### config.mk
export PLATFORM = sky130hd
export DESIGN_NAME = cpp_regs
export DESIGN_NICKNAME = d
export VERILOG_FILES = /design/src/rtl/cpp_pkg.sv /design/src/rtl/cpp_regs.sv
export VERILOG_INCLUDE_DIRS = /design/src /design/src/rtl
export SDC_FILE = /design/constraint.sdc
export NUM_CORES = 1
export LEC_CHECK = 0
export BUFFER_PORTS_ARGS = -buffer_cell sky130_fd_sc_hd__clkbuf_2
export CAP_MARGIN = 20
export CORE_ASPECT_RATIO = 0.6
export CORE_UTILIZATION = 35
export DETAILED_ROUTE_END_ITERATION = 7
export MAX_ROUTING_LAYER = met4
export REMOVE_ABC_BUFFERS = 1
export SYNTH_ARGS = -nofsm -noshare
export SYNTH_HDL_FRONTEND = slang
export SYNTH_SLANG_ARGS = --single-unit
### constraint.sdc
create_clock -name REF_CLK -period 3.9 [get_ports REF_CLK]
set_clock_uncertainty 0.05 [all_clocks]
set_input_delay 0.585 -clock REF_CLK [delete_from_list [all_inputs] [get_ports REF_CLK]]
set_output_delay 0.585 -clock REF_CLK [all_outputs]
set_load 0.1 [all_outputs]
### src/rtl/cpp_params.svh
// Constants for the charger power path register bank
`ifndef CPP_PARAMS_SVH
`define CPP_PARAMS_SVH
// Register offsets
`define CPP_ADDR_PPATH 8'h01
`define CPP_ADDR_INT 8'h02
`define CPP_ADDR_CHGSTAT 8'h03
`define CPP_ADDR_TCFG 8'h04
// Power path control field positions
`define CPP_PP_USB_PRES 7
`define CPP_PP_AC_PRES 6
`define CPP_PP_USB_DIS 5
`define CPP_PP_AC_DIS 4
// Interrupt register field positions
`define CPP_INT_MASK_HI 7
`define CPP_INT_MASK_LO 5
`define CPP_INT_FLAG_HI 3
`define CPP_INT_FLAG_LO 0
`define CPP_FLAG_TOUCH 3
`define CPP_FLAG_BUTTON 2
`define CPP_FLAG_APPLIED 1
`define CPP_FLAG_REMOVED 0
`define CPP_MASK_INPUT 2
`define CPP_MASK_TOUCH 1
`define CPP_MASK_BUTTON 0
// Timer config field positions
`define CPP_TCFG_TIME_HI 7
`define CPP_TCFG_TIME_LO 6
`define CPP_TCFG_TMR_EN 5
// Reset values
`define CPP_RST_AC_ILIM 2'h3
`define CPP_RST_USB_ILIM 2'h1
`define CPP_RST_MASK 3'h0
`define CPP_RST_FLAG 4'h0
`define CPP_RST_TCFG 8'h31
`define CPP_RD_ZERO 8'h00
`endif

### src/rtl/cpp_pkg.sv
// Types shared by the charger power path register bank
package cpp_pkg;
	// Whole module state, registered as one word
	typedef struct packed {
		logic [11:0] sync1;
		logic [11:0] sync2;
		logic [3:0] prev;
		logic usb_dis;
		logic ac_dis;
		logic [1:0] ac_ilim;
		logic [1:0] usb_ilim;
		logic [2:0] mask;
		logic [3:0] flag;
		logic [7:0] tcfg;
		logic [7:0] rdata;
		logic int_n;
		logic clr_tmr;
	} cpp_state_s;
endpackage : cpp_pkg

### src/rtl/cpp_regs.sv
// Charger power path control, interrupt and charger status registers
`timescale 1ns/10ps
`include "cpp_params.svh"

module cpp_regs
#(
	parameter bit PB_ACTIVE_HIGH = 1'b0
)
(
	input wire logic REF_CLK,
	input wire logic RST,
	input wire logic [7:0] REG_ADDR,
	input wire logic REG_WR,
	input wire logic [7:0] REG_WDATA,
	input wire logic REG_RD,
	output logic [7:0] REG_RDATA,
	input wire logic USB_VALID,
	input wire logic AC_VALID,
	input wire logic TOUCH_DET,
	input wire logic PUSH_BUTTON_INPUT,
	input wire logic THERM_REG,
	input wire logic LOAD_SHARE,
	input wire logic TEMP_SUSPEND,
	input wire logic TERM_DONE,
	input wire logic FAST_TIMEOUT,
	input wire logic PRE_TIMEOUT,
	input wire logic NO_SENSOR,
	input wire logic UNDERVOLTAGE_LOCKOUT,
	output logic INT_N,
	output logic USB_SUSPEND,
	output logic AC_DISABLE,
	output logic [1:0] AC_ILIM,
	output logic [1:0] USB_ILIM,
	output logic CLEAR_TIMERS,
	output logic [1:0] SAFETY_TIME_SEL,
	output logic SAFETY_TIMER_EN,
	output logic [4:0] CHG_CTRL
);

	// Indices into the synchroniser vector
	localparam int I_USB = 0;
	localparam int I_AC = 1;
	localparam int I_TOUCH = 2;
	localparam int I_PB = 3;
	localparam int I_THERM = 4;
	localparam int I_LOAD = 5;
	localparam int I_TSUSP = 6;
	localparam int I_TERM = 7;
	localparam int I_FAST = 8;
	localparam int I_PRE = 9;
	localparam int I_NOSNS = 10;
	localparam int I_LOCK = 11;
	// Synchronisers reset to the pin idle levels, so no false button edge follows reset
	localparam logic [11:0] SYNC_IDLE = PB_ACTIVE_HIGH ? 12'h000 : (12'h001 << I_PB);

	cpp_pkg::cpp_state_s s_q;
	cpp_pkg::cpp_state_s s_d;
	logic [11:0] raw;
	logic usb_on;
	logic usb_off;
	logic ac_on;
	logic ac_off;
	logic pb_act;
	logic [3:0] ev;
	logic lockout;
	logic rd_int;
	logic [7:0] chg_stat;

	// True for the four mapped offsets
	function automatic logic is_mapped(input logic [7:0] a);
		is_mapped = (a == `CPP_ADDR_PPATH) || (a == `CPP_ADDR_INT)
			|| (a == `CPP_ADDR_CHGSTAT) || (a == `CPP_ADDR_TCFG);
	endfunction : is_mapped

	// Gather pin inputs for the two-stage synchroniser
	assign raw = {UNDERVOLTAGE_LOCKOUT, NO_SENSOR, PRE_TIMEOUT,
		FAST_TIMEOUT, TERM_DONE, TEMP_SUSPEND, LOAD_SHARE, THERM_REG,
		PUSH_BUTTON_INPUT, TOUCH_DET, AC_VALID, USB_VALID};

	// Edge detection on synchronised inputs
	assign pb_act = PB_ACTIVE_HIGH ? s_q.sync2[I_PB] : ~s_q.sync2[I_PB];
	assign usb_on = s_q.sync2[I_USB] & ~s_q.prev[0];
	assign usb_off = ~s_q.sync2[I_USB] & s_q.prev[0];
	assign ac_on = s_q.sync2[I_AC] & ~s_q.prev[1];
	assign ac_off = ~s_q.sync2[I_AC] & s_q.prev[1];
	assign lockout = s_q.sync2[I_LOCK];
	assign rd_int = REG_RD && (REG_ADDR == `CPP_ADDR_INT);

	// Event vector in flag bit order
	always_comb
	begin
		ev = 4'h0;
		ev[`CPP_FLAG_TOUCH] = s_q.sync2[I_TOUCH] & ~s_q.prev[2];
		ev[`CPP_FLAG_BUTTON] = pb_act & ~s_q.prev[3];
		ev[`CPP_FLAG_APPLIED] = usb_on | ac_on;
		ev[`CPP_FLAG_REMOVED] = usb_off | ac_off;
	end

	// Live charger status word
	always_comb
	begin
		chg_stat = 8'h00;
		chg_stat[7] = s_q.sync2[I_THERM];
		chg_stat[6] = s_q.sync2[I_LOAD];
		chg_stat[5] = s_q.sync2[I_TSUSP];
		chg_stat[4] = s_q.sync2[I_TERM]
			& (s_q.sync2[I_USB] | s_q.sync2[I_AC]);
		chg_stat[2] = s_q.sync2[I_FAST];
		chg_stat[1] = s_q.sync2[I_PRE];
		chg_stat[0] = s_q.sync2[I_NOSNS];
	end

	// Next state of the whole bank
	always_comb
	begin
		s_d = s_q;
		s_d.sync1 = raw;
		s_d.sync2 = s_q.sync1;
		s_d.prev = {pb_act, s_q.sync2[I_TOUCH], s_q.sync2[I_AC],
			s_q.sync2[I_USB]};
		// Host writes touch only the writable fields
		if (REG_WR)
		begin
			case (REG_ADDR)
				`CPP_ADDR_PPATH:
				begin
					s_d.usb_dis = REG_WDATA[`CPP_PP_USB_DIS];
					s_d.ac_dis = REG_WDATA[`CPP_PP_AC_DIS];
					s_d.ac_ilim = REG_WDATA[3:2];
					s_d.usb_ilim = REG_WDATA[1:0];
				end
				`CPP_ADDR_INT:
				begin
					s_d.mask = REG_WDATA[`CPP_INT_MASK_HI:`CPP_INT_MASK_LO];
				end
				`CPP_ADDR_TCFG:
				begin
					s_d.tcfg = REG_WDATA;
				end
				default:
				begin
					s_d.tcfg = s_q.tcfg;
				end
			endcase
		end
		// Own input removal restores its limit field
		if (usb_off)
		begin
			s_d.usb_ilim = `CPP_RST_USB_ILIM;
		end
		if (ac_off)
		begin
			s_d.ac_ilim = `CPP_RST_AC_ILIM;
		end
		// A read clears flags, a new event in the same cycle wins
		if (rd_int)
		begin
			s_d.flag = ev;
		end
		else
		begin
			s_d.flag = s_q.flag | ev;
		end
		// Read data captured at the read
		if (REG_RD)
		begin
			case (REG_ADDR)
				`CPP_ADDR_PPATH:
				begin
					s_d.rdata = {s_q.sync2[I_USB], s_q.sync2[I_AC], s_q.usb_dis,
						s_q.ac_dis, s_q.ac_ilim, s_q.usb_ilim};
				end
				`CPP_ADDR_INT:
				begin
					s_d.rdata = {s_q.mask, 1'b0, s_q.flag};
				end
				`CPP_ADDR_CHGSTAT:
				begin
					s_d.rdata = chg_stat;
				end
				`CPP_ADDR_TCFG:
				begin
					s_d.rdata = s_q.tcfg;
				end
				default:
				begin
					s_d.rdata = `CPP_RD_ZERO;
				end
			endcase
		end
		// Interrupt pin low while any enabled flag stands
		s_d.int_n = ~((s_q.mask[`CPP_MASK_INPUT]
			& (s_q.flag[`CPP_FLAG_APPLIED] | s_q.flag[`CPP_FLAG_REMOVED]))
			| (s_q.mask[`CPP_MASK_TOUCH] & s_q.flag[`CPP_FLAG_TOUCH])
			| (s_q.mask[`CPP_MASK_BUTTON] & s_q.flag[`CPP_FLAG_BUTTON]));
		// Timers cleared while both inputs are absent
		s_d.clr_tmr = ~s_q.sync2[I_USB] & ~s_q.sync2[I_AC];
		// Lockout reloads the control, limit, mask, flag and timer config defaults but keeps sampling
		if (lockout)
		begin
			s_d.usb_dis = 1'b0;
			s_d.ac_dis = 1'b0;
			s_d.ac_ilim = `CPP_RST_AC_ILIM;
			s_d.usb_ilim = `CPP_RST_USB_ILIM;
			s_d.mask = `CPP_RST_MASK;
			s_d.flag = `CPP_RST_FLAG;
			s_d.tcfg = `CPP_RST_TCFG;
		end
	end

	// State register with synchronous reset
	always_ff @(posedge REF_CLK)
	begin
		if (RST)
		begin
			s_q.sync1 <= SYNC_IDLE;
			s_q.sync2 <= SYNC_IDLE;
			s_q.prev <= 4'h0;
			s_q.usb_dis <= 1'b0;
			s_q.ac_dis <= 1'b0;
			s_q.ac_ilim <= `CPP_RST_AC_ILIM;
			s_q.usb_ilim <= `CPP_RST_USB_ILIM;
			s_q.mask <= `CPP_RST_MASK;
			s_q.flag <= `CPP_RST_FLAG;
			s_q.tcfg <= `CPP_RST_TCFG;
			s_q.rdata <= `CPP_RD_ZERO;
			s_q.int_n <= 1'b1;
			s_q.clr_tmr <= 1'b1;
		end
		else
		begin
			s_q <= s_d;
		end
	end

	// Outputs straight from state flops
	assign REG_RDATA = s_q.rdata;
	assign INT_N = s_q.int_n;
	assign USB_SUSPEND = s_q.usb_dis;
	assign AC_DISABLE = s_q.ac_dis;
	assign AC_ILIM = s_q.ac_ilim;
	assign USB_ILIM = s_q.usb_ilim;
	assign CLEAR_TIMERS = s_q.clr_tmr;
	assign SAFETY_TIME_SEL = s_q.tcfg[`CPP_TCFG_TIME_HI:`CPP_TCFG_TIME_LO];
	assign SAFETY_TIMER_EN = s_q.tcfg[`CPP_TCFG_TMR_EN];
	assign CHG_CTRL = s_q.tcfg[4:0];
endmodule : cpp_regs

After elaboration in Yosys (flattened, before gate mapping)
Index checks and enable logic that the tools add are counted.
{"block": "word_totals", "out_inout_bits": 24, "latch_bits": 0, "reg_bits": 59, "memories": 0, "rom_bits": 0, "input_bits": 32, "mem_bits_rw": 0}
{"block": "classes", "magnitude_cmp": 0, "muxes": 2, "shifts": 0, "bitwise": 26, "n_addsub": 0, "div": 0, "mul": 0, "reduce_logical": 7, "eq_ne": 4}
{"operator": "$pmux 8 s4", "count": 1}
{"operator": "$eq 8x2->1 const B", "count": 2}
{"operator": "$and 1x1->1", "count": 11}
{"operator": "$eq 8x1->1 const B", "count": 1}
{"operator": "$eq 8x3->1 const B", "count": 1}
{"operator": "$not 1->1", "count": 8}
{"operator": "$or 1x1->1", "count": 6}
{"operator": "$reduce_and 2->1", "count": 3}
{"operator": "$reduce_or 3->1", "count": 2}
{"operator": "$mux 4", "count": 1}
{"operator": "$or 4x4->4", "count": 1}
{"operator": "$reduce_or 2->1", "count": 1}
{"operator": "$logic_and 1x1->1", "count": 1}

Depth between registers and ports, before layout
Gate-level depths: netlist of run 1.
{"block": "depth", "depth_word": 5, "depth_mapped": 6, "ltp_nobuf": 4}

Least setup slack after synthesis of run 1
Ideal clock, no wire load.
{"block": "synth_timing", "path_type": "input-to-reg", "from": "input REG_ADDR[5]", "to": "register s_q, in the netlist USB_ILIM[0]", "slack_ns": 2.239, "path_buffers": 0, "setup_ns": 0.126, "t_arrival_ns": 1.485, "stages": 4, "required_ns": 3.724, "cell_sequence": "nor3b_1 nand3_2 nor4_1 a21oi_1"}
{"block": "synth_between", "elab_chain_len": 2}
{"item": "start: declaration", "line": "cpp_regs.sv:12", "rtl": "input wire logic [7:0] REG_ADDR,"}
{"item": "$eq 8x1->1", "line": "cpp_regs.sv:124", "rtl": "case (REG_ADDR)"}
{"item": "$reduce_and 2->1 (no source line)"}
{"item": "end: declaration", "line": "cpp_regs.sv:56", "rtl": "cpp_pkg::cpp_state_s s_q;"}
Every way passes these cells.
A chain may end at the register's enable or synchronous reset.

Final worst setup path of run 1
{"block": "layout_timing", "from": "register s_q, in the netlist SAFETY_TIME_SEL[1]", "to": "output SAFETY_TIME_SEL[1]"}
{"item": "end: declaration", "line": "cpp_regs.sv:35", "rtl": "output logic [1:0] SAFETY_TIME_SEL,"}
No word-level cell between the ends.

==> impl_metrics.ini, run 1 <==
[run_status]
status = complete, no violations

[setup_path]
worstPathRequired_ns = 3.26
cp.arrival_ns = 1.23
crit_buf_inv = 1
slowest_delay_ns = 0.49
crit_family = buffers and inverters
critPathMaxFanout = 3
startpoint_type = register
cp_slowest_cell = clkbuf_2
r2r.worst_path.cells = 3
crit_cells = 1
end_kind = output pin
crit_type = register to output pin
crit_chain = clkbuf_2

[clock_tree]
cts-root-to-sink-buffers = 2
cts_tree = yes
cts_buffers = 9
cts_hold_buf = 0
cts_resized = 0
cts_root_buffer = clkbuf_8
clkLatencyLatePin_ns = 0.33
clk_pin_slew_ns = 0.07
ctsHtreeMaxLevel = 3
post_cts_buffers = 0
cts_sinks = 59

[synth]
synth_flop_cell = dfxtp_1
synthArstFlopShare = 0
syn_area_sq_um = 2359
yosysWarnings = 0
ys_seq_area_frac = 0.5008
ys_ff_latch = 59
ys_types = 37
synth_area_per_cell_sq_um = 9.627
netlist_instances = 245
synth-edff-count = 0

[power]
clock_power_share = 0.392
power_leakage_nw = 1.121
finalPower_mw = 1.166
p_per_area_nw_per_um2 = 430.9
p_int_mw = 0.8948
p_seq_frac = 0.536
max-vdd-ir-drop_mv = 0.1872
combPwrFrac = 0.071
power.switching_mw = 0.2708
switching_share = 0.2324

[sta]
rsz0062_at_grt = no
maxSlewHeadroom = 0.6066
final.period_utilization = 0.4773
setup_viol = 0
hold_viol_final = 0
worst_pin_slew_ns = 0.5889
fin_tns_setup_ns = 0
drv_slew = 0
period_minus_slack_ns = 1.861
max_freq_mhz = 537.3

[hold_path]
hold_path.class = register to register
min_path_cells = 1

[global_routing]
overflow = 0
grt_pass1_vias = 1562
antenna_found_initial = 0
grt_pass1_wl_mm = 7.886
grt_max_degree = 21
track_usage = 0.1596

[die]
initial_core_util = 0.3742
rows = 22
ios = 56
die_w_microns = 108.0
die_h_microns = 65.59
core_sq_um = 6304
die_area_sq_um = 7082

[routing]
routed_wl_mm = 4.943
wl_per_cell_microns = 13.32
vias_per_cell = 4.666
drtAntennaViolNets = 0
route.detailed.drc = 0
dr.first_iter.drc_count = 67
vias = 1731
drt_first_pass_iters = 4

[cells_and_area]
layout_common_cells = dfxtp_1, clkbuf_2, nor2b_1, nand2_1, nor2_1
syn_to_final_growth_pct = 14.69
fin_cells = 371
drive_gt1_frac = 0.2822
mostFrequentLayoutCell = dfxtp_1
antenna_cells = 0
nets = 315

[placed_design]
dp_cells = 356
port_buffers = 55
hpwl_mm = 3.730
globalplace.congestion = 0.8148

[job]
max-cap-violations = 0
-- cell usage after synthesis, types with 2 or more instances --
cell type  number  area (sq um)
nand3_2         3         30.03
o21ai_1         6         30.03
dfxtp_1        59          1181
nor3b_4         2         37.54
nand3b_1        7         52.55
nor2_1         16         60.06
nand2_1        20         75.07
buf_4          19         142.6
nand3_1        11         55.05
o22ai_1         4         25.02
o2bb2ai_1       2         17.52
mux2i_1        12         120.1
nor2b_1        26         162.7
a21oi_1        11         55.05
inv_1           2         7.510
buf_2           2         10.01
clkbuf_1        6         22.52
or2_2           3         18.77
o21ai_0        11         55.05
nor3_1          3         15.01
nor3b_1         2         15.01
buf_6           3         33.78
-- worst paths after layout --
path                                    from                  endpoint  slack, ns
max          SAFETY_TIME_SEL[1]$_SDFFE_PP0P_        SAFETY_TIME_SEL[1]       2.04
min                       s_d[38]$_SDFF_PP1_        s_q[38]$_SDFF_PP1_       0.36
max reg2reg               lockout$_SDFF_PP0_  USB_ILIM[0]$_SDFFE_PP1P_       2.73
min reg2reg               s_d[38]$_SDFF_PP1_        s_q[38]$_SDFF_PP1_       0.36
-- cell families after synthesis --
| kind of cell | synth area share |
|---|---|
| AOI/OAI and AO/OA | 0.1024 |
| xor gates and xnor gates | 0.003714 |
| buffers and inverters | 0.09178 |
| DFF | 0.5008 |
| muxes | 0.05093 |
| and+or+nand+nor | 0.2504 |
-- state kept, by name, summed over array words and instances, names as in the netlist, 2 cells and up --
name             count
REG_RDATA            8
SAFETY_TIME_SEL      2
s_d                 15
AC_ILIM              2
s_q                 13
CHG_CTRL             5
chg_stat             6
USB_ILIM             2
-- final cells by class --
class | instances | area (sq um)
fill | 649 | 3598
sequential | 59 | 1181
multi-input combinational | 154 | 960.9
inverter | 2 | 7.507
clock inverter | 3 | 15.01
timing repair buffer | 57 | 290.3
tap | 84 | 105.1
clock buffer | 12 | 145.1
-- per-layer routing --
layer / up-vias / global-route usage / share of wire / wire [microns]
li1: 891 / - / - / -
met1: 767 / 0.2152 / 0.51 / 2544
met2: 64 / 0.2110 / 0.40 / 1971
met3: 9 / 0.05952 / 0.075 / 371
met4: 0 / 0.06507 / 0.011 / 56
met5: - / - / 0 / 0
-- through the flow --
step	util	cell area, sq um	hold slack [ns]	setup WS [ns]
3_5_place_dp	0.4037	2545	0.3440	1.730
5_1_grt	0.4291	2705	0.3756	1.914
6_report	0.4291	2705	0.3571	2.039
4_1_cts	0.4291	2705	0.3587	2.033
3_3_place_gp	0.4037	2545	0.3440	1.771
2_1_floorplan	-	2150	0.3393	2.207
-- power by group through the flow --
stage / combinational, mW / sequential, mW / clock [mW]
floorplan: 0.0383 / 0.641 / 0
global placement: 0.0825 / 0.638 / 0
detailed placement: 0.0838 / 0.638 / 0
CTS: 0.0842 / 0.625 / 0.477
global route: 0.0920 / 0.626 / 0.505
finish: 0.0832 / 0.625 / 0.457
Note: power is estimated with default switching activity, not from simulation.
==> run 2, diff against run 1 <==
==> constraint.sdc (replaced) <==
create_clock -name REF_CLK -period 1.8 [get_ports REF_CLK]
set_clock_uncertainty 0.05 [all_clocks]
set_input_delay 0.27 -clock REF_CLK [delete_from_list [all_inputs] [get_ports REF_CLK]]
set_output_delay 0.27 -clock REF_CLK [all_outputs]
set_load 0.1 [all_outputs]
==> run 2 against run 1 <==
Core utilization increased by 1.3 points. Total power increased by 140%. Combinational power increased by 130%. Critical path type unchanged. Critical endpoint unchanged.
==> impl_metrics.ini, run 2 (synthesis results as in run 1) <==
[setup_path]
cp.arrival_ns = 1.22
crit_chain = clkbuf_2
slowest_delay_ns = 0.49
cp_slowest_cell = clkbuf_2
crit_type = register to output pin
worstPathRequired_ns = 1.48
r2r.worst_path.cells = 3
crit_buf_inv = 1
startpoint_type = register
crit-reg2reg-capture = USB_ILIM[0]$_SDFFE_PP1P_
end_kind = output pin
r2r_slack_ns = 0.58
critPathMaxFanout = 3
crit_family = buffers and inverters
r2r-start = lockout$_SDFF_PP0_
crit_path_start = SAFETY_TIME_SEL[1]$_SDFFE_PP0P_

[sta]
rsz0062_at_grt = no
hold_viol_final = 0
maxSlewHeadroom = 0.6382
period_minus_slack_ns = 1.540
final.period_utilization = 0.8557
drv_slew = 0
max_freq_mhz = 649.3
setup_viol = 0
setup_slack_ns = 0.2598
fin_tns_setup_ns = 0
worst_pin_slew_ns = 0.5450

[routing]
highest_layer = met4
dr_wl_met2_mm = 1.958
m1WireLength_mm = 2.693
vias = 1759
route.detailed.drc = 0
route.met3.wl_microns = 369
routed_wl_mm = 5.090
drtAntennaViolNets = 0
drt_first_pass_iters = 4
wl_per_cell_microns = 13.57
dr.first_iter.drc_count = 118
vias_per_cell = 4.691

[power]
clock_power_share = 0.449
power_leakage_nw = 1.164
p_per_area_nw_per_um2 = 1005
switching_share = 0.2128
max-vdd-ir-drop_mv = 0.4463
combPwrFrac = 0.068
power.switching_mw = 0.5961
p_seq_frac = 0.483
p_int_mw = 2.205

[run_status]
status = complete, no violations

[hold_path]
min_path_cells = 2
hold_path.class = input port to register
min_from = PUSH_BUTTON_INPUT
hold_end = s_d[38]$_SDFF_PP1_

[die]
die_area_sq_um = 7082
die_w_microns = 108.0
initial_core_util = 0.3742
core_sq_um = 6304
ios = 56
die_h_microns = 65.59
rows = 22

[global_routing]
overflow = 0
grt_max_degree = 21
track_usage = 0.1634
grt_pass1_vias = 1583
antenna_found_initial = 0
grt_pass1_wl_mm = 8.079

[placed_design]
post-place-ws_ns = 0.1615
globalplace.congestion = 0.7902
hpwl_mm = 3.831
port_buffers = 55
place_area_sq_um = 2575

[clock_tree]
cts-root-to-sink-buffers = 2
post_cts_buffers = 0
cts_buffers = 9
cts_root_buffer = clkbuf_8
ctsHtreeMaxLevel = 3
cts_tree = yes
cts_sinks = 59
clkLatencyLatePin_ns = 0.33
clk_pin_slew_ns = 0.06
cts_hold_buf = 0
cts_resized = 0

[cells_and_area]
final_cell_area_sq_um = 2788
layout_common_cells = dfxtp_1, clkbuf_2, nor2b_1, nand2_1, nor2_1
nets = 319
mostFrequentLayoutCell = dfxtp_1
antenna_cells = 0
drive_gt1_frac = 0.2955
syn_to_final_growth_pct = 18.20
largest_register_ffs = 15

[job]
max-cap-violations = 0
==> run 2: cell count changes in the layout (fill, tap and decap cells not counted), sizes merged <==
cell / delta
buf: +4
bufinv: +1
clkinv: -3
clkbuf: +2
==> run 2: final cells by class <==
class                      count  area [sq um]
sequential                    59          1181
clock inverter                 1         30.03
inverter                       2         7.507
fill                         623          3516
timing repair buffer          61         320.3
multi-input combinational    154         960.9
clock buffer                  14         182.7
tap                           84         105.1
==> run 2: how the worst max path moves through the flow <==
stage / to / slack (ns) / cells past startpoint
6_report: SAFETY_TIME_SEL[1] / 0.26 / 1
5_1_grt: SAFETY_TIME_SEL[1] / 0.22 / 1
4_1_cts: SAFETY_TIME_SEL[1] / 0.25 / 1
3_5_place_dp: USB_ILIM[0]$_SDFFE_PP1P_ / 0.16 / 5
3_3_place_gp: REG_RDATA[2]$_SDFFE_PP0P_ / 0.22 / 6
2_1_floorplan: REG_RDATA[3]$_SDFFE_PP0P_ / 0.22 / 3
==> run 2: power groups by stage <==
stage / Combinational, mW / Clock (mW) / Sequential (mW)
after global placement: 0.188 / 0 / 1.38
after global routing: 0.209 / 1.35 / 1.36
final: 0.190 / 1.26 / 1.35
after CTS: 0.190 / 1.29 / 1.35
after floorplan: 0.0829 / 0 / 1.39
after detailed placement: 0.189 / 0 / 1.38
==> run 2: through the flow <==
stage | std cells | hold slack [ns] | utilization | power (mW)
after detailed placement | 360 | 0.3488 | 0.4085 | 1.572
final | 375 | 0.07435 | 0.4422 | 2.801
after global placement | 360 | 0.3465 | 0.4085 | 1.570
after global routing | 375 | 0.06493 | 0.4422 | 2.914
after floorplan | 215 | 0.2867 | - | 1.472
after CTS | 375 | 0.06053 | 0.4422 | 2.831
==> run 2: routing by layer <==
metal  up-vias  global-route usage
li1        898                   -
met1       792              0.2241
met2        58              0.2062
met3        11             0.06349
met4         0             0.07363
met5         -                   -
